### config.mk
export PLATFORM = sky130hd
export DESIGN_NAME = vpwph_top
export DESIGN_NICKNAME = d
export VERILOG_FILES = /design/src/hw/vpwph_pkg.sv /design/src/hw/vpwph_top.sv
export VERILOG_INCLUDE_DIRS = /design/src /design/src/hw
export SDC_FILE = /design/constraint.sdc
export NUM_CORES = 1
export LEC_CHECK = 0
export BUFFER_PORTS_ARGS = -buffer_cell sky130_fd_sc_hd__buf_2
export CORE_MARGIN = 3
export CORE_UTILIZATION = 60
export DETAILED_ROUTE_END_ITERATION = 16
export PLACE_DENSITY = 0.86
export SLEW_MARGIN = 15
export SYNTH_ARGS = -nofsm -noshare
export SYNTH_HDL_FRONTEND = slang
export SYNTH_SLANG_ARGS = --single-unit
### constraint.sdc
create_clock -name pclk -period 4.85 [get_ports pclk]
set_input_delay 0.97 -clock pclk [delete_from_list [all_inputs] [get_ports pclk]]
set_output_delay 0.97 -clock pclk [all_outputs]
set_load 0.03 [all_outputs]
### src/hw/vpwph_regs.svh
// Constants for the VPW bus protocol handler: offsets, fields, codes, times.
// Assumes a 50 MHz pclk and an APB register port with 12-bit byte addresses.
`ifndef VPWPH_REGS_SVH
`define VPWPH_REGS_SVH
`define VPWPH_CLK_MHZ      50
`define VPWPH_T_A_US       34
`define VPWPH_T_B_US       96
`define VPWPH_T_C_US       163
`define VPWPH_T_D_US       239
`define VPWPH_T_E_US       280
`define VPWPH_T_IDLE_US    300
`define VPWPH_T_SHORT_US   64
`define VPWPH_T_LONG_US    128
`define VPWPH_T_SOF_US     200
`define VPWPH_T_LOOP_US    16
`define VPWPH_OFS_CTRL1    12'h000
`define VPWPH_OFS_CTRL2    12'h004
`define VPWPH_OFS_CODE     12'h008
`define VPWPH_OFS_DATA     12'h00C
`define VPWPH_OFS_STATUS   12'h010
`define VPWPH_CTRL1_IRQ    0
`define VPWPH_CTRL2_LOOP   0
`define VPWPH_CTRL2_X4     1
`define VPWPH_DATA_LAST    8
`define VPWPH_CODE_SYM     8'h1C
`define VPWPH_CODE_CRC     8'h18
`define VPWPH_CODE_LOSS    8'h14
`define VPWPH_CODE_RXFULL  8'h0C
`define VPWPH_CODE_TXEMPTY 8'h08
`define VPWPH_CODE_NONE    8'h00
`define VPWPH_CRC_INIT     8'hFF
`define VPWPH_CRC_POLY     8'h1D
`define VPWPH_CRC_RESIDUE  8'hC4
`endif

### src/hw/vpwph_pkg.sv
// Types of the VPW bus protocol handler.
// Constants live in vpwph_regs.svh.
package vpwph_pkg;
  typedef enum logic [4:0] {
    VPWPH_TX_OFF   = 5'b00001,
    VPWPH_TX_DEFER = 5'b00010,
    VPWPH_TX_SOF   = 5'b00100,
    VPWPH_TX_BIT   = 5'b01000,
    VPWPH_TX_HOLD  = 5'b10000
  } vpwph_tx_e;
  typedef struct packed {
    logic        irq_allow;
    logic        loopback_select;
    logic        fourfold_receive_allow;
    logic [7:0]  tx_hold;
    logic        hold_last;
    logic        tx_holding_empty_flag;
    logic [7:0]  rx_hold;
    logic        rx_byte_full_flag;
    logic        err_sym;
    logic        err_crc;
    logic        err_loss;
    logic        rx_prev;
    logic [15:0] rx_cnt;
    logic        in_frame;
    logic [2:0]  rx_bits;
    logic [7:0]  rx_shift;
    logic [7:0]  rx_crc;
    vpwph_tx_e   tx_st;
    logic        tx_pin;
    logic        tx_lvl;
    logic [15:0] tx_cnt;
    logic [2:0]  tx_bits;
    logic [7:0]  tx_shift;
    logic        tx_last;
    logic        tx_crc_out;
    logic [7:0]  tx_crc;
    logic [1:0]  append_left;
    logic        pready;
    logic        pslverr;
    logic [31:0] prdata;
    logic        irq;
  } vpwph_state_s;
endpackage

### src/hw/vpwph_top.sv
// VPW single-wire bus protocol handler with an APB register port.
// Assumes an external transceiver: bus_tx_pin high drives the bus active,
// bus_rx_pin high means the bus is active; both synchronous to pclk.
// Functional notes
// - Active bit ending before threshold a: invalid
// - Active end between a and b: logic 1
// - Active end between b and c: logic 0
// - Active end between c and d: SOF
// - Active beyond break threshold: BREAK
// - Pending transmit waits for idle bus
// - Arbitration starts at first bit after SOF
// - Logic 0 dominates logic 1
// - Dominant seen while sending recessive: stop
// - Eighth-bit loss appends up to two ones
// - Second one dropped if first loses
// - Full byte to holding, flag, interrupt
// - Shifter reloads from holding, sets empty
// - Loopback selects own transmit as receive
// - Never transmit fourfold; receive when allowed
// - Fourfold traffic is noise unless allowed
// - Block mode: no frame length limit
// - Own invalid bits or framing: abort, code
// - Receive CRC residue mismatch flags error
// - Data bits are 64 or 128 us
// - SOF is 200 us active
// - BREAK is at least 240 us active
// - Symbol timing resolution is one pclk
//
// The APB slave port and the register addresses are this design's own decisions.
`timescale 1ns/10ps
`include "vpwph_regs.svh"
`default_nettype none

module vpwph_top #(
  parameter logic [15:0] TA_CYC    = 16'(`VPWPH_T_A_US * `VPWPH_CLK_MHZ),
  parameter logic [15:0] TB_CYC    = 16'(`VPWPH_T_B_US * `VPWPH_CLK_MHZ),
  parameter logic [15:0] TC_CYC    = 16'(`VPWPH_T_C_US * `VPWPH_CLK_MHZ),
  parameter logic [15:0] TD_CYC    = 16'(`VPWPH_T_D_US * `VPWPH_CLK_MHZ),
  parameter logic [15:0] TE_CYC    = 16'(`VPWPH_T_E_US * `VPWPH_CLK_MHZ),
  parameter logic [15:0] IDLE_CYC  = 16'(`VPWPH_T_IDLE_US * `VPWPH_CLK_MHZ),
  parameter logic [15:0] SHORT_CYC = 16'(`VPWPH_T_SHORT_US * `VPWPH_CLK_MHZ),
  parameter logic [15:0] LONG_CYC  = 16'(`VPWPH_T_LONG_US * `VPWPH_CLK_MHZ),
  parameter logic [15:0] SOF_CYC   = 16'(`VPWPH_T_SOF_US * `VPWPH_CLK_MHZ),
  parameter logic [15:0] LOOP_CYC  = 16'(`VPWPH_T_LOOP_US * `VPWPH_CLK_MHZ)
) (
  input  wire logic        pclk,
  input  wire logic        presetn,
  input  wire logic        psel,
  input  wire logic        penable,
  input  wire logic        pwrite,
  input  wire logic [11:0] paddr,
  input  wire logic [31:0] pwdata,
  output logic      [31:0] prdata,
  output logic             pready,
  output logic             pslverr,
  input  wire logic        bus_rx_pin,
  output logic             bus_tx_pin,
  output logic             irq
);

  vpwph_pkg::vpwph_state_s s_q;
  vpwph_pkg::vpwph_state_s s_d;

  // ----------------------------------------
  // Receive decode
  // ----------------------------------------
  logic        rx_line;
  logic        edge_s;
  logic        fall_s;
  logic        rise_s;
  logic [15:0] ta_t;
  logic [15:0] tb_t;
  logic [15:0] tc_t;
  logic [15:0] td_t;
  logic [15:0] te_t;
  logic        lt_a;
  logic        lt_b;
  logic        lt_c;
  logic        lt_d;
  logic        bit_evt;
  logic        bit_val;
  logic        sof_evt;
  logic        bad_evt;
  logic        eod_evt;
  logic        brk_evt;
  logic        bus_idle;
  logic        byte_done;
  logic [7:0]  rx_next_byte;

  assign rx_line = s_q.loopback_select ? s_q.tx_pin : bus_rx_pin;
  assign edge_s  = rx_line ^ s_q.rx_prev;
  assign fall_s  = edge_s & s_q.rx_prev;
  assign rise_s  = edge_s & ~s_q.rx_prev;

  // Quartered windows; unscaled fourfold bits fall below a as noise
  assign ta_t = s_q.fourfold_receive_allow ? (TA_CYC >> 2) : TA_CYC;
  assign tb_t = s_q.fourfold_receive_allow ? (TB_CYC >> 2) : TB_CYC;
  assign tc_t = s_q.fourfold_receive_allow ? (TC_CYC >> 2) : TC_CYC;
  assign td_t = s_q.fourfold_receive_allow ? (TD_CYC >> 2) : TD_CYC;
  assign te_t = s_q.fourfold_receive_allow ? (TE_CYC >> 2) : TE_CYC;

  assign lt_a = s_q.rx_cnt < ta_t;
  assign lt_b = s_q.rx_cnt < tb_t;
  assign lt_c = s_q.rx_cnt < tc_t;
  assign lt_d = s_q.rx_cnt < td_t;

  assign bit_evt = edge_s & ~lt_a & lt_c;
  assign bit_val = fall_s ? lt_b : ~lt_b;
  assign sof_evt = fall_s & ~lt_c & lt_d;
  assign bad_evt = (edge_s & lt_a) | (fall_s & ~lt_d);
  assign eod_evt = ~s_q.rx_prev & (s_q.rx_cnt == tc_t);
  assign brk_evt = s_q.rx_prev & (s_q.rx_cnt == te_t);
  assign bus_idle = ~s_q.rx_prev & (s_q.rx_cnt >= IDLE_CYC);
  assign byte_done = s_q.in_frame & bit_evt & ~sof_evt & ~bad_evt
                   & (s_q.rx_bits == 3'd7);
  assign rx_next_byte = {s_q.rx_shift[6:0], bit_val};

  function automatic logic [7:0] crc_step(input logic [7:0] c, input logic b);
    logic fb;
    fb = c[7] ^ b;
    crc_step = {c[6:0], 1'b0} ^ (fb ? `VPWPH_CRC_POLY : 8'h00);
  endfunction

  // ----------------------------------------
  // Transmit helpers
  // ----------------------------------------
  logic        tx_on;
  logic        tx_val;
  logic [15:0] tx_dur;
  logic        mismatch;
  logic        eighth;
  logic        tx_err;
  logic        tx_reload;
  logic [7:0]  tx_crc_next;
  logic [7:0]  code_v;
  logic        access;
  logic        done;
  logic        unmapped;
  logic [31:0] rdval;

  assign tx_on  = (s_q.tx_st == vpwph_pkg::VPWPH_TX_SOF) | (s_q.tx_st == vpwph_pkg::VPWPH_TX_BIT);
  assign tx_val = (s_q.append_left != 2'd0) ? 1'b1 : s_q.tx_shift[7];
  // Durations never scale: no fourfold transmit
  assign tx_dur = (tx_val ^ s_q.tx_lvl) ? LONG_CYC : SHORT_CYC;
  // Compared only in bit phase, after loop delay; a 0 overrides our 1
  assign mismatch = (s_q.tx_st == vpwph_pkg::VPWPH_TX_BIT) & (s_q.tx_cnt >= LOOP_CYC)
                  & (rx_line != s_q.tx_pin);
  assign eighth = (s_q.tx_bits == 3'd7) & (s_q.append_left == 2'd0);
  assign tx_err = tx_on & s_q.in_frame
                & (bad_evt | (eod_evt & (s_q.rx_bits != 3'd0)));
  assign tx_crc_next = crc_step(s_q.tx_crc, tx_val);
  assign tx_reload = (s_q.tx_st == vpwph_pkg::VPWPH_TX_BIT) & ~mismatch & ~tx_err
                   & (s_q.append_left == 2'd0) & (s_q.tx_cnt == tx_dur - 16'h0001)
                   & (s_q.tx_bits == 3'd7) & ~s_q.tx_crc_out & ~s_q.tx_last
                   & ~s_q.tx_holding_empty_flag;

  // ----------------------------------------
  // Register port
  // ----------------------------------------
  assign access = psel & penable;
  assign done   = access & s_q.pready;

  always_comb begin
    if (s_q.err_sym) begin
      code_v = `VPWPH_CODE_SYM;
    end else if (s_q.err_crc) begin
      code_v = `VPWPH_CODE_CRC;
    end else if (s_q.err_loss) begin
      code_v = `VPWPH_CODE_LOSS;
    end else if (s_q.rx_byte_full_flag) begin
      code_v = `VPWPH_CODE_RXFULL;
    end else if (s_q.tx_holding_empty_flag) begin
      code_v = `VPWPH_CODE_TXEMPTY;
    end else begin
      code_v = `VPWPH_CODE_NONE;
    end
    unmapped = 1'b0;
    rdval    = 32'h0000_0000;
    case (paddr)
      `VPWPH_OFS_CTRL1: rdval[`VPWPH_CTRL1_IRQ] = s_q.irq_allow;
      `VPWPH_OFS_CTRL2: begin
        rdval[`VPWPH_CTRL2_LOOP] = s_q.loopback_select;
        rdval[`VPWPH_CTRL2_X4]   = s_q.fourfold_receive_allow;
      end
      `VPWPH_OFS_CODE:   rdval[7:0] = code_v;
      `VPWPH_OFS_DATA:   rdval[7:0] = s_q.rx_hold;
      `VPWPH_OFS_STATUS: rdval[7:0] = {~tx_on, bus_idle, s_q.in_frame, s_q.err_sym,
                                       s_q.err_crc, s_q.err_loss,
                                       s_q.tx_holding_empty_flag, s_q.rx_byte_full_flag};
      default: unmapped = 1'b1;
    endcase
  end

  // ----------------------------------------
  // Next state
  // ----------------------------------------
  always_comb begin
    s_d = s_q;
    // Bus answer: one wait state, then pready with data
    s_d.pready  = access & ~s_q.pready;
    s_d.pslverr = (access & ~s_q.pready) ? unmapped : 1'b0;
    s_d.prdata  = (access & ~s_q.pready) ? rdval : 32'h0000_0000;
    // Clears first, so a same-cycle hardware set wins below
    if (done && !s_q.pslverr) begin
      if (pwrite) begin
        case (paddr)
          `VPWPH_OFS_CTRL1: s_d.irq_allow = pwdata[`VPWPH_CTRL1_IRQ];
          `VPWPH_OFS_CTRL2: begin
            s_d.loopback_select        = pwdata[`VPWPH_CTRL2_LOOP];
            s_d.fourfold_receive_allow = pwdata[`VPWPH_CTRL2_X4];
          end
          `VPWPH_OFS_DATA: begin
            s_d.tx_hold               = pwdata[7:0];
            s_d.hold_last             = pwdata[`VPWPH_DATA_LAST];
            s_d.tx_holding_empty_flag = 1'b0;
          end
          default: s_d.irq_allow = s_q.irq_allow;
        endcase
      end else if (paddr == `VPWPH_OFS_DATA) begin
        s_d.rx_byte_full_flag = 1'b0;
      end else if (paddr == `VPWPH_OFS_CODE) begin
        // Reading the code drops the error shown; a shown RXFULL or TXEMPTY stays set
        if (s_q.err_sym) begin
          s_d.err_sym = 1'b0;
        end else if (s_q.err_crc) begin
          s_d.err_crc = 1'b0;
        end else begin
          s_d.err_loss = 1'b0;
        end
      end
    end

    // Receiver: symbol timer counts pclk periods since the last edge
    s_d.rx_prev = rx_line;
    s_d.rx_cnt  = edge_s ? 16'h0000 : ((&s_q.rx_cnt) ? s_q.rx_cnt : s_q.rx_cnt + 16'h0001);
    if (sof_evt) begin
      s_d.in_frame = 1'b1;
      s_d.rx_bits  = 3'd0;
      s_d.rx_crc   = `VPWPH_CRC_INIT;
    end else if (s_q.in_frame) begin
      if (bad_evt || brk_evt) begin
        s_d.in_frame = 1'b0;
        s_d.err_sym  = 1'b1;
      end else if (bit_evt) begin
        // No byte counter: frames run as long as bits keep coming
        s_d.rx_shift = rx_next_byte;
        s_d.rx_crc   = crc_step(s_q.rx_crc, bit_val);
        s_d.rx_bits  = s_q.rx_bits + 3'd1;
        if (byte_done) begin
          s_d.rx_hold           = rx_next_byte;
          s_d.rx_byte_full_flag = 1'b1;
        end
      end else if (eod_evt) begin
        s_d.in_frame = 1'b0;
        if (s_q.rx_bits != 3'd0) begin
          s_d.err_sym = 1'b1;
        end else if (s_q.rx_crc != `VPWPH_CRC_RESIDUE) begin
          s_d.err_crc = 1'b1;
        end
      end
    end

    // Transmitter
    s_d.tx_cnt = s_q.tx_cnt + 16'h0001;
    case (s_q.tx_st)
      vpwph_pkg::VPWPH_TX_OFF: begin
        s_d.tx_pin = 1'b0;
        if (!s_q.tx_holding_empty_flag) begin
          s_d.tx_st = vpwph_pkg::VPWPH_TX_DEFER;
        end
      end
      vpwph_pkg::VPWPH_TX_DEFER: begin
        if (bus_idle) begin
          s_d.tx_st                 = vpwph_pkg::VPWPH_TX_SOF;
          s_d.tx_pin                = 1'b1;
          s_d.tx_cnt                = 16'h0000;
          s_d.tx_shift              = s_q.tx_hold;
          s_d.tx_last               = s_q.hold_last;
          s_d.tx_holding_empty_flag = 1'b1;
          s_d.tx_crc                = `VPWPH_CRC_INIT;
          s_d.tx_crc_out            = 1'b0;
          s_d.tx_bits               = 3'd0;
          s_d.append_left           = 2'd0;
        end
      end
      vpwph_pkg::VPWPH_TX_SOF: begin
        if (s_q.tx_cnt == SOF_CYC - 16'h0001) begin
          s_d.tx_st  = vpwph_pkg::VPWPH_TX_BIT;
          s_d.tx_lvl = 1'b0;
          s_d.tx_pin = 1'b0;
          s_d.tx_cnt = 16'h0000;
        end
      end
      vpwph_pkg::VPWPH_TX_BIT: begin
        if (s_q.tx_cnt == tx_dur - 16'h0001) begin
          s_d.tx_lvl = ~s_q.tx_lvl;
          s_d.tx_pin = ~s_q.tx_lvl;
          s_d.tx_cnt = 16'h0000;
          if (s_q.append_left != 2'd0) begin
            s_d.append_left = s_q.append_left - 2'd1;
            if (s_q.append_left == 2'd1) begin
              s_d.tx_st  = vpwph_pkg::VPWPH_TX_OFF;
              s_d.tx_pin = 1'b0;
            end
          end else begin
            s_d.tx_shift = {s_q.tx_shift[6:0], 1'b0};
            s_d.tx_bits  = s_q.tx_bits + 3'd1;
            if (!s_q.tx_crc_out) begin
              s_d.tx_crc = tx_crc_next;
            end
            if (s_q.tx_bits == 3'd7) begin
              if (s_q.tx_crc_out) begin
                // Release after the check byte: the passive gap is EOD
                s_d.tx_st  = vpwph_pkg::VPWPH_TX_OFF;
                s_d.tx_pin = 1'b0;
              end else if (s_q.tx_last || s_q.tx_holding_empty_flag) begin
                s_d.tx_shift   = ~tx_crc_next;
                s_d.tx_crc_out = 1'b1;
              end else begin
                s_d.tx_shift              = s_q.tx_hold;
                s_d.tx_last               = s_q.hold_last;
                s_d.tx_holding_empty_flag = 1'b1;
              end
            end
          end
        end
      end
      vpwph_pkg::VPWPH_TX_HOLD: begin
        s_d.tx_pin = 1'b0;
        if (edge_s) begin
          // Appended ones restart on the winner's bit edge
          s_d.tx_st  = vpwph_pkg::VPWPH_TX_BIT;
          s_d.tx_lvl = rx_line;
          s_d.tx_pin = rx_line;
          s_d.tx_cnt = 16'h0000;
        end else if (bus_idle) begin
          s_d.tx_st = vpwph_pkg::VPWPH_TX_OFF;
        end
      end
      default: begin
        s_d.tx_st  = vpwph_pkg::VPWPH_TX_OFF;
        s_d.tx_pin = 1'b0;
      end
    endcase
    if (mismatch) begin
      s_d.tx_pin = 1'b0;
      s_d.tx_cnt = 16'h0000;
      if (eighth) begin
        s_d.tx_st       = vpwph_pkg::VPWPH_TX_HOLD;
        s_d.append_left = 2'd2;
        s_d.err_loss    = 1'b1;
      end else begin
        s_d.tx_st = vpwph_pkg::VPWPH_TX_OFF;
        if (s_q.append_left == 2'd0) begin
          s_d.err_loss = 1'b1;
        end
      end
    end else if (tx_err) begin
      s_d.tx_st   = vpwph_pkg::VPWPH_TX_OFF;
      s_d.tx_pin  = 1'b0;
      s_d.err_sym = 1'b1;
    end

    s_d.irq = s_d.irq_allow & (s_d.rx_byte_full_flag | s_d.err_sym
                             | s_d.err_crc | s_d.err_loss);
  end

  always_ff @(posedge pclk or negedge presetn) begin
    if (!presetn) begin
      s_q                       <= '0;
      s_q.tx_st                 <= vpwph_pkg::VPWPH_TX_OFF;
      s_q.tx_holding_empty_flag <= 1'b1;
      s_q.rx_crc                <= `VPWPH_CRC_INIT;
      s_q.tx_crc                <= `VPWPH_CRC_INIT;
    end else begin
      s_q <= s_d;
    end
  end

  assign prdata     = s_q.prdata;
  assign pready     = s_q.pready;
  assign pslverr    = s_q.pslverr;
  assign bus_tx_pin = s_q.tx_pin;
  assign irq        = s_q.irq;

  // ----------------------------------------
  // Checks
  // ----------------------------------------
  a_short_invalid:
    assert property (@(posedge pclk) disable iff (!presetn)
      s_q.in_frame && edge_s && lt_a |=> !s_q.in_frame && s_q.err_sym)
    else $error("short bit did not end the frame");
  a_one_decode:
    assert property (@(posedge pclk) disable iff (!presetn)
      fall_s && !lt_a && lt_b |-> bit_evt && bit_val)
    else $error("active 1 not decoded");
  a_zero_decode:
    assert property (@(posedge pclk) disable iff (!presetn)
      fall_s && !lt_b && lt_c |-> bit_evt && !bit_val)
    else $error("active 0 not decoded");
  a_sof_start:
    assert property (@(posedge pclk) disable iff (!presetn)
      sof_evt |=> s_q.in_frame && s_q.rx_bits == 3'd0)
    else $error("SOF did not open a frame");
  a_break_drop:
    assert property (@(posedge pclk) disable iff (!presetn)
      brk_evt && s_q.in_frame |=> !s_q.in_frame && s_q.err_sym)
    else $error("break not flagged");
  a_defer_busy:
    assert property (@(posedge pclk) disable iff (!presetn)
      s_q.tx_st == vpwph_pkg::VPWPH_TX_DEFER && !bus_idle
      |=> s_q.tx_st == vpwph_pkg::VPWPH_TX_DEFER && !s_q.tx_pin)
    else $error("transmit started on a busy bus");
  a_lose_stop:
    assert property (@(posedge pclk) disable iff (!presetn)
      mismatch && !eighth |=> s_q.tx_st == vpwph_pkg::VPWPH_TX_OFF && !s_q.tx_pin)
    else $error("drive kept after lost arbitration");
  a_append_two:
    assert property (@(posedge pclk) disable iff (!presetn)
      mismatch && eighth |=> s_q.tx_st == vpwph_pkg::VPWPH_TX_HOLD
      && s_q.append_left == 2'd2 && !s_q.tx_pin)
    else $error("eighth-bit loss did not append");
  a_rx_copy:
    assert property (@(posedge pclk) disable iff (!presetn)
      byte_done |=> s_q.rx_byte_full_flag && s_q.rx_hold == $past(rx_next_byte)
      && s_q.irq == s_q.irq_allow)
    else $error("received byte not handed over");
  a_tx_reload:
    assert property (@(posedge pclk) disable iff (!presetn)
      tx_reload |=> s_q.tx_holding_empty_flag && s_q.tx_shift == $past(s_q.tx_hold))
    else $error("shifter not reloaded");
  a_tx_abort:
    assert property (@(posedge pclk) disable iff (!presetn)
      tx_err && !mismatch |=> s_q.tx_st == vpwph_pkg::VPWPH_TX_OFF && s_q.err_sym)
    else $error("transmit error not aborted");
  a_crc_flag:
    assert property (@(posedge pclk) disable iff (!presetn)
      eod_evt && s_q.in_frame && s_q.rx_bits == 3'd0
      && s_q.rx_crc != `VPWPH_CRC_RESIDUE |=> s_q.err_crc && !s_q.in_frame)
    else $error("CRC error not flagged");

endmodule

`default_nettype wire

==> out/results.ini, run 1 <==
[global_route]
grt_pass1_wl_um=27500
grt_max_degree=64
grt_overflow=0
grt_use_total_pct=26.3
grt_pass1_vias=5752
grt_antenna_before_repair=0

[cells_and_area]
fillers=843
fin_cells=929
syn2layout_area_growth_pct=10.8
antenna_cells=0
layout.nets=851
drive_above_1_share_pct=16.5

[detailed_routing]
post-route-drc-count=0
final_antenna_net_count=0
wl_per_cell_um=17.3
drtIter0Drc=726
totalWireLength_um=16100
viasPerCell=6.16
drt_first_pass_iters=5
via_count=5722

[sta]
fin_crit_ps=3670
skew_ps=6.38
maxSlewViolCount=0
tns_ps=0
slew_headroom_pct=28.1
rsz0062_at_grt=false
fmax_ghz=0.272
worst_slack_ps=1180
timing.final.crit_share_pct=75.7
setup_viol=0
hold_viol_final=0
worstMarginPinSlew_ps=1070

[clock_network]
hold_buffers=0
cts_tree=yes
clk_latency_ps=420
path_clk_slew_ps=50
cts_sinks=118
cts_resized=0
ctsLongestPathBuffers=2
cts-htree-levels=4
cts-root-buf=clkbuf_16
postCtsSetupRepairBufs=0
cts-buffers-inserted=17

[power_and_ir_drop]
p_leak_nw=3.56
cellPowerDensity_mw_per_mm2=375
peakVddDrop_v=0.000471

[setup_path]
path_class=flip-flop to flip-flop
reg2reg_depth=10
r2r_slack_ps=1180
crit_fanout=13
endpoint=s_q[88]
cp.required_ps=5170
endpoint_kind=flip-flop
r2r-start=s_q[140]
cp-start-kind=flip-flop
rr_endpoint=s_q[88]
arrival_ps=3990
critPathLaunch=s_q[140]

[placed_design]
globalplace.congestion=0.996
post-place-cells=897
dp_worst_setup_slack_ps=1000
io_buffers=38
dpl.hpwl_um=11300

[floorplanning]
die_w_um=114
core_area_mm2=0.0111
dieArea_mm2=0.0130
start_util_pct=62.8
ios=86
rows=38
die_h_um=114

[run_status]
status=completed

[yosys]
ys_ff_latch=118
yosys.cell_types.count=76
synthArstFlopShare_pct=100
synth_common_cells=100 x dfrtp_1, 83 x nor2_1, 68 x nand2_1, 39 x o21ai_0
synth_enable_flop_cells=0
synth_top_cell_by_area=dfrtp_1
syn_avg_cell_area_um2=9.32
syn-cell-area_mm2=0.00699
ys_warn_count=0
syn_inst=750
synth_area_leaders=dfrtp_1 36%, dfstp_2 6.8%, ha_1 4.5%, nor2_1 4.5%, mux2_2 4.2%
yosysSeqAreaShare_pct=42.6
yosysMostFrequentCell=dfrtp_1
synth_ff_type=dfrtp_1
synth_top_area_share_pct=35.8

[worst_hold_path]
hold_class=flip-flop to flip-flop

[flow_run]
max_cap_viol_count=0

==> stage by stage <==
stage	hold WS [ps]	utilization (%)	area, um2	total power [W]
CTS	489	69.5	7730	0.00291
detailed placement	470	64.2	7140	0.00163
global placement	460	64.2	7140	0.00161
floorplan	444	-	7070	0.00152
global route	503	69.6	7740	0.00304
finish	486	69.6	7740	0.00290
==> per-layer routing <==
metal	GRT usage, %	share of wire [%]	vias up
met5	0	0	-
met4	9.90	2.0	0
met3	6.90	7.0	30
met2	41.8	48	234
met1	34.9	43	2767
li1	-	-	2691
==> how the worst min path moves through the flow <==
stage / from / end / slack, ps / depth (start not counted)
6_report: s_q[41] / s_q[41] / 490 / 2
5_1_grt: s_q[41] / s_q[41] / 500 / 2
4_1_cts: s_q[52] / s_q[52] / 490 / 2
3_5_place_dp: s_q[48] / s_q[48] / 470 / 2
3_3_place_gp: s_q[52] / s_q[52] / 460 / 2
2_1_floorplan: s_q[48] / s_q[48] / 440 / 2
==> cells in the final DEF (no fill, tap or decap), drive strengths merged, types with 8 or more instances in the layout <==
cell	count
mux2	26
mux2i	12
clkbuf	24
buf	45
nor2	83
o21ai	40
a21oi	34
nor4	8
inv	28
nand4	10
and3	14
conb	24
nor3	21
dfstp	18
nand3	30
a211oi	11
dfrtp	100
xnor2	21
nand2	68
ha	25
xor2	16
==> sequential cells by signal (all words and copies together), names as in the netlist <==
signal / flops
rx_next_byte: 7
irq: 1
pslverr: 1
pready: 1
s_q: 99
bus_tx_pin: 1
prdata: 8
==> critical path, stage by stage, from the launching register on <==
cell and delay (ps):
dfrtp_1 670, inv_1 200, ha_1 390, nand3b_1 190, a2111oi_0 560, o21ai_0 260, and3b_1 330, nand2_1 360
buf_4 280, mux2i_1 230, nand2_1 80
==> power breakdown <==
group | internal [W] | switching [W]
Combinational | 0.000179 | 0.000235
Clock | 0.000833 | 0.000441
Sequential | 0.00109 | 0.000127
==> area by class of cell <==
cell class,count,area (um2),share of cell area (%)
clock buffers,24,472,6.09
clock inverters,8,123,1.58
inverters,29,109,1.41
multi-input cells,565,3640,47.0
flip-flops and latches,118,2980,38.4
well taps,140,175,2.26
repair buffers,45,245,3.17
==> cells by family after synthesis <==
kind of cell | count (synthesis) | share of synthesized area, %
muxes | 38 | 5.91
buffers and inverters | 90 | 6.73
xor gates and xnor gates | 38 | 4.96
other | 1 | 0.0537
AOI/OAI and AO/OA | 155 | 14.8
and+or+nand+nor | 285 | 20.5
DFF | 118 | 42.6
adders and majority gates | 25 | 4.48
No activity file was read; power rests on OpenSTA's default activity.
==> run 2, diff against run 1 <==
--- a/config.mk
+++ b/config.mk
@@ -6,11 +6,12 @@
 export SDC_FILE = /design/constraint.sdc
 export NUM_CORES = 1
 export LEC_CHECK = 0
+export ABC_AREA = 1
 export BUFFER_PORTS_ARGS = -buffer_cell sky130_fd_sc_hd__buf_2
 export CORE_MARGIN = 3
-export CORE_UTILIZATION = 60
+export CORE_UTILIZATION = 53
 export DETAILED_ROUTE_END_ITERATION = 16
-export PLACE_DENSITY = 0.86
+export PLACE_DENSITY = 0.81
 export SLEW_MARGIN = 15
 export SYNTH_ARGS = -nofsm -noshare
 export SYNTH_HDL_FRONTEND = slang
==> constraint.sdc (replaced) <==
create_clock -name pclk -period 3.28 [get_ports pclk]
set_input_delay 0.656 -clock pclk [delete_from_list [all_inputs] [get_ports pclk]]
set_output_delay 0.656 -clock pclk [all_outputs]
set_load 0.03 [all_outputs]
==> run 2 against run 1 <==
Effect of this change: largest cell class unchanged; global-route usage fell by 2.2 points; final cell count rose by 26%; wire length rose by 4.7%; worst hold slack got worse by 220 ps; first-iteration DRC count fell by 15%; clock skew rose by 3.5 ps; combinational power rose to 2.5 times the previous value; sequential cell count did not move; critical endpoint is now s_q[99]; clock power rose by 46%; highest routed layer unchanged; via count rose by 11%.
==> out/results.ini, run 2 <==
[detailed_routing]
drt_first_pass_iters=6  ; +1
viasPerCell=5.40  ; -12%
totalWireLength_um=16800  ; +4.7%
wl_per_cell_um=14.4  ; -17%
post-route-drc-count=0  ; unchanged
final_antenna_net_count=0  ; unchanged
via_count=6326  ; +11%
drtIter0Drc=618  ; -15%

[setup_path]
crit_fanout=11  ; -2
cp-start-kind=flip-flop
arrival_ps=3030  ; -960 ps
reg2reg_depth=13  ; +3
cp.required_ps=3610  ; -1560 ps
path_class=flip-flop to flip-flop
endpoint_kind=flip-flop

[cells_and_area]
final_common_cell=nand2_1
drive_above_1_share_pct=13.3  ; -3.2 points
final_cell_mix=209 x nand2_1, 132 x inv_1, 100 x dfrtp_1
fin_cells=1171  ; +26%
antenna_cells=0  ; unchanged
largest_reg_flops=99  ; unchanged
top_register=s_q
syn2layout_area_growth_pct=12.4
layout.nets=1061  ; +25%

[run_status]
status=completed

[floorplanning]
ios=86  ; unchanged
rows=41  ; +7.9%
dieArea_mm2=0.0148  ; +14%
die_w_um=122  ; +6.8%
start_util_pct=55.1  ; -7.7 points
core_area_mm2=0.0129  ; +16%
die_h_um=122  ; +6.8%

[power_and_ir_drop]
p_leak_nw=4.03  ; +13%
finalPower_w=0.00462  ; +59%
cellPowerDensity_mw_per_mm2=579  ; +54%
peakVddDrop_v=0.000569  ; +21%

[clock_network]
cts-htree-levels=4  ; unchanged
ctsLongestPathBuffers=2  ; unchanged
clk_latency_ps=420  ; about the same
postCtsSetupRepairBufs=0  ; unchanged
path_clk_slew_ps=50  ; about the same
cts-root-buf=clkbuf_16
cts_resized=0  ; unchanged
cts_sinks=118  ; unchanged
cts_tree=yes
hold_buffers=0  ; unchanged
cts-buffers-inserted=17  ; unchanged

[yosys]
synth_top_cell_by_area=dfrtp_1
yosysMostFrequentCell=nand2_1
yosys.cell_types.count=44  ; -42%
ys_warn_count=0  ; unchanged
ys_ff_latch=118  ; unchanged
synth_ff_type=dfrtp_1
yosysSeqAreaShare_pct=41.9  ; -0.65 points
synth_top_area_share_pct=35.3  ; -0.55 points
synth_common_cells=209 x nand2_1, 132 x inv_1, 100 x dfrtp_1, 96 x nor2_1, 81 x o21ai_0
syn_inst=939  ; +25%
syn-cell-area_mm2=0.00710  ; +1.6%
synthArstFlopShare_pct=100  ; unchanged
syn_avg_cell_area_um2=7.56  ; -19%
synth_area_leaders=dfrtp_1 35%, nand2_1 11%, inv_1 7.0%, dfstp_2 6.7%, o21ai_0 5.7%
synth_enable_flop_cells=0  ; unchanged

[sta]
hold_viol_final=0  ; unchanged
tns_ps=0  ; unchanged
slew_headroom_pct=55.2  ; +27 points
fmax_ghz=0.370  ; +36%
timing.final.crit_share_pct=82.4  ; +6.7 points
worstMarginPinSlew_ps=672  ; -402 ps
maxSlewViolCount=0  ; unchanged
setup_viol=0  ; unchanged
rsz0062_at_grt=false
skew_ps=9.87  ; +3.49 ps
fin_crit_ps=2700  ; -969 ps

[global_route]
grt_max_degree=69  ; +7.8%
grt_overflow=0  ; unchanged
grt_pass1_wl_um=28600  ; +3.7%
grt_use_total_pct=24.2  ; -2.2 points
grt_antenna_before_repair=0  ; unchanged
grt_pass1_vias=6177  ; +7.4%

[placed_design]
post-place-cells=1139  ; +27%
globalplace.congestion=0.970  ; -2.6%
io_buffers=38  ; unchanged
dpl.hpwl_um=12100  ; +7.4%

[flow_run]
max_cap_viol_count=0  ; unchanged

[worst_hold_path]
hold_class=primary input to asynchronous set/reset pin

-- run 2: cell types whose count changed in the layout (fill, tap and decap cells not counted), sizes merged, moves of 8 or more --
cell / before / now
a211oi: 11 / 3
mux2i: 12 / 0
xnor2: 21 / 4
nand3: 30 / 59
nor2: 83 / 105
and3: 14 / 0
o21ai: 40 / 94
a21oi: 34 / 43
inv: 28 / 136
nand2: 68 / 212
mux2: 26 / 7
-- run 2: worst paths after layout --
path / from / end / slack, ps
setup / recovery: s_q[140] / s_q[99] / 580
hold / removal: presetn / s_q[106] / 270
setup reg to reg: s_q[140] / s_q[99] / 580
hold reg to reg: s_q[58] / s_q[58] / 460
max in group asynchronous: presetn / s_q[83] / 2180
min in group pclk: s_q[58] / s_q[58] / 460
-- run 2: logic make-up (layout without fill, tap and decap cells) --
kind of cell / after synthesis / in the layout / synth area share, %
adders and majority gates: 25 / 25 / 4.41
other: 1 / 24 / 0.0528
buffers and inverters: 182 / 219 / 11.6
DFF: 118 / 118 / 41.9
and+or+nand+nor: 429 / 429 / 26.8
xor gates and xnor gates: 13 / 13 / 1.60
muxes: 7 / 7 / 1.11
AOI/OAI and AO/OA: 164 / 164 / 12.5
-- run 2: area by class of cell --
cell class,instances,area [um2]
repair buffers,49,288
flip-flops and latches,118,2980
multi-input cells,662,3380
inverters,138,518
clock buffers,23,498
well taps,172,215
clock inverters,9,97.6
fillers,1154,4900
-- run 2: worst max-delay path, stage by stage (launching register included) --
cell and delay (ps):
dfrtp_1 500, buf_4 230, ha_1 360, nand2_1 80, nor3_1 270, nand3_1 120, nor2_1 130, nand3b_1 190
nor2_2 70, nand2_1 100, inv_2 100, nor2_2 220, inv_1 80, o21ai_0 170
-- run 2: power by group --
group          switching, W  total [W]  internal (W)
sequential         0.000107    0.00172       0.00161
combinational      0.000720    0.00105      0.000330
clock              0.000638    0.00185       0.00121
total               0.00147    0.00462       0.00315
-- run 2: per-stage QoR --
stage | util (%) | worst slack, ps | area (um2) | hold slack, ps
6_report | 61.9 | 577 | 7970 | 270
4_1_cts | 61.9 | 583 | 7970 | 295
2_1_floorplan | - | 686 | 7180 | 360
3_3_place_gp | 57.3 | 434 | 7380 | 450
5_1_grt | 61.9 | 324 | 7970 | 326
3_5_place_dp | 57.3 | 333 | 7380 | 451
-- run 2: metal layers --
metal | wire length [um] | share of wire [%] | vias up | GRT usage, %
li1 | - | - | 3100 | -
met1 | 7550 | 45 | 2984 | 31.5
met2 | 7920 | 47 | 215 | 39.7
met3 | 1100 | 6.5 | 27 | 6.17
met4 | 257 | 1.5 | 0 | 7.77
met5 | 0 | 0 | - | 0
==> run 3, diff against run 2 <==
--- a/config.mk
+++ b/config.mk
@@ -9,9 +9,9 @@
 export ABC_AREA = 1
 export BUFFER_PORTS_ARGS = -buffer_cell sky130_fd_sc_hd__buf_2
 export CORE_MARGIN = 3
-export CORE_UTILIZATION = 53
+export CORE_UTILIZATION = 59
 export DETAILED_ROUTE_END_ITERATION = 16
-export PLACE_DENSITY = 0.81
+export PLACE_DENSITY = 0.85
 export SLEW_MARGIN = 15
 export SYNTH_ARGS = -nofsm -noshare
 export SYNTH_HDL_FRONTEND = slang
==> constraint.sdc (replaced) <==
create_clock -name pclk -period 2.7 [get_ports pclk]
set_input_delay 0.54 -clock pclk [delete_from_list [all_inputs] [get_ports pclk]]
set_output_delay 0.54 -clock pclk [all_outputs]
set_load 0.03 [all_outputs]
==> run 3 against run 2 <==
Effect of this change: final cell count is 0.85% lower; global-route usage is 2.3 points higher; maximum frequency is 10% higher; via count is 1.1% higher; worst setup slack worse by 330 ps; wire length is 0.82% lower; die area is 9.7% lower; total power is 26% higher; sequential power is 22% higher; sequential cell count stayed put; clock skew is 2.6 ps lower.
==> out/results.ini, run 3 (same netlist as run 2, synthesis figures left out) <==
[sta]
slew_headroom_pct=64.7  ; +9.5 points
maxSlewViolCount=0  ; unchanged
skew_ps=7.27  ; -2.60 ps
rsz0062_at_grt=false
timing.final.crit_share_pct=90.9  ; +8.5 points
worstMarginPinSlew_ps=528  ; -145 ps
fmax_ghz=0.408  ; +10%
setup_viol=0  ; unchanged
hold_slack_ps=18.5  ; -252 ps
tns_ps=0  ; unchanged
hold_viol_final=0  ; unchanged
fin_crit_ps=2450  ; -250 ps

[floorplanning]
die_w_um=116  ; -5.0%
start_util_pct=61.4  ; +6.2 points
core_area_mm2=0.0116  ; -10%
ios=86  ; unchanged
die_h_um=116  ; -5.0%
dieArea_mm2=0.0134  ; -9.7%
rows=39  ; -4.9%

[cells_and_area]
largest_reg_flops=99  ; unchanged
final_cell_mix=209 x nand2_1, 132 x inv_1, 100 x dfrtp_1
layout.nets=1080  ; +1.8%
final_common_cell=nand2_1
syn2layout_area_growth_pct=14.6
drive_above_1_share_pct=15.0  ; +1.7 points
final_util_pct=70.3  ; +8.4 points
stdcell_area_mm2=0.00813  ; +2.0%
fin_cells=1161  ; -0.85%
antenna_cells=0  ; unchanged
top_register=s_q

[placed_design]
post-place-cells=1129  ; -0.88%
globalplace.congestion=0.923  ; -4.8%
dpl_cell_area_mm2=0.00750  ; +1.6%
io_buffers=38  ; unchanged
dpl.hpwl_um=12000  ; -0.94%

[clock_network]
cts_tree=yes
path_clk_slew_ps=60  ; about the same
cts-htree-levels=4  ; unchanged
clk_latency_ps=420  ; about the same
postCtsSetupRepairBufs=0  ; unchanged
cts-buffers-inserted=17  ; unchanged
cts-root-buf=clkbuf_16
ctsLongestPathBuffers=2  ; unchanged
cts_sinks=118  ; unchanged
hold_buffers=0  ; unchanged

[setup_path]
cp.required_ps=3050  ; -560 ps
cp-start-kind=flip-flop
endpoint_kind=flip-flop
path_class=flip-flop to flip-flop
r2r_slack_ps=250  ; -330 ps
crit_fanout=4  ; -7
reg2reg_depth=15  ; +2
arrival_ps=2800  ; -230 ps

[detailed_routing]
post-route-drc-count=0  ; unchanged
viasPerCell=5.51  ; +2.0%
wl_per_cell_um=14.4  ; about the same
final_antenna_net_count=0  ; unchanged
totalWireLength_um=16700  ; -0.82%
via_count=6396  ; +1.1%
drt_first_pass_iters=5  ; -1
drtIter0Drc=470  ; -24%

[global_route]
grt_pass1_vias=6235  ; +0.94%
grt_overflow=0  ; unchanged
grt_antenna_before_repair=1  ; +1
grt_pass1_wl_um=28200  ; -1.1%
grt_max_degree=62  ; -10%
grt_use_total_pct=26.5  ; +2.3 points

[power_and_ir_drop]
peakVddDrop_v=0.000579  ; +1.9%
cellPowerDensity_mw_per_mm2=716  ; +24%
p_leak_nw=4.13  ; +2.6%

[flow_run]
max_cap_viol_count=0  ; unchanged

[run_status]
status=completed

[worst_hold_path]
hold_class=primary input to asynchronous set/reset pin

## run 3: changes by cell type in the layout (fill, tap and decap cells not counted), moves of 2 or more
cell,change
buf_4,+18
bufinv_16,+2
clkbuf_1,+2
clkbuf_8,-5
clkinv_2,-3
clkinv_4,+3
nor2_1,-2
nor2_4,+2
## run 3: metal layers
metal | part of all wire (%) | vias up | global-route usage (%)
li1 | - | 3137 | -
met1 | 44 | 2964 | 35.0
met2 | 47 | 247 | 42.5
met3 | 6.9 | 46 | 6.63
met4 | 2.4 | 2 | 10.4
met5 | 0.078 | - | 0
## run 3: final cells by class
type | instances | area (um2)
clock buffers | 20 | 437
repair buffers | 68 | 443
clock inverters | 12 | 178
inverters | 138 | 518
flip-flops and latches | 118 | 2980
well taps | 143 | 179
multi-input cells | 662 | 3400
fillers | 907 | 3430
## run 3: worst paths after layout
path / to / startpoint
worst max-delay path: s_q[110] / s_q[141]
worst min-delay path: s_q[109] / presetn
worst max register to register: s_q[110] / s_q[141]
worst min register to register: s_q[58] / s_q[58]
max in group asynchronous: s_q[44] / presetn
min in group pclk: s_q[131] / pwdata[8]
## run 3: critical path, stage by stage, from the launching register on
cell	delay [ps]
dfrtp_1	420
o21a_1	210
a21oi_2	120
inv_1	80
ha_1	340
nand4_1	130
nand3b_1	160
nand2_1	60
nor2_1	150
nand2_1	130
nor2_4	130
inv_1	70
buf_4	130
nor2_1	70
o21ai_0	80
nor2_1	100
## run 3: where the power goes
part	switching [W]	total, W	internal [W]	leakage [nW]
Clock	0.000820	0.00236	0.00154	0.298
Combinational	0.000898	0.00137	0.000472	2.29
Sequential	0.000128	0.00209	0.00196	1.55
Total	0.00185	0.00582	0.00397	4.13
## run 3: repair_timing
item	CTS	global route
endpoints found under the setup margin	0	5
hold endpoints to repair	0	0
gates resized for setup	0	5
## run 3: per-stage QoR
step / power (W) / setup slack (ps)
6_report: 0.00582 / 247
5_1_grt: 0.00613 / 11.3
4_1_cts: 0.00584 / 162
3_5_place_dp: 0.00345 / -37.5
3_3_place_gp: 0.00341 / 38.0
2_1_floorplan: 0.00307 / 222
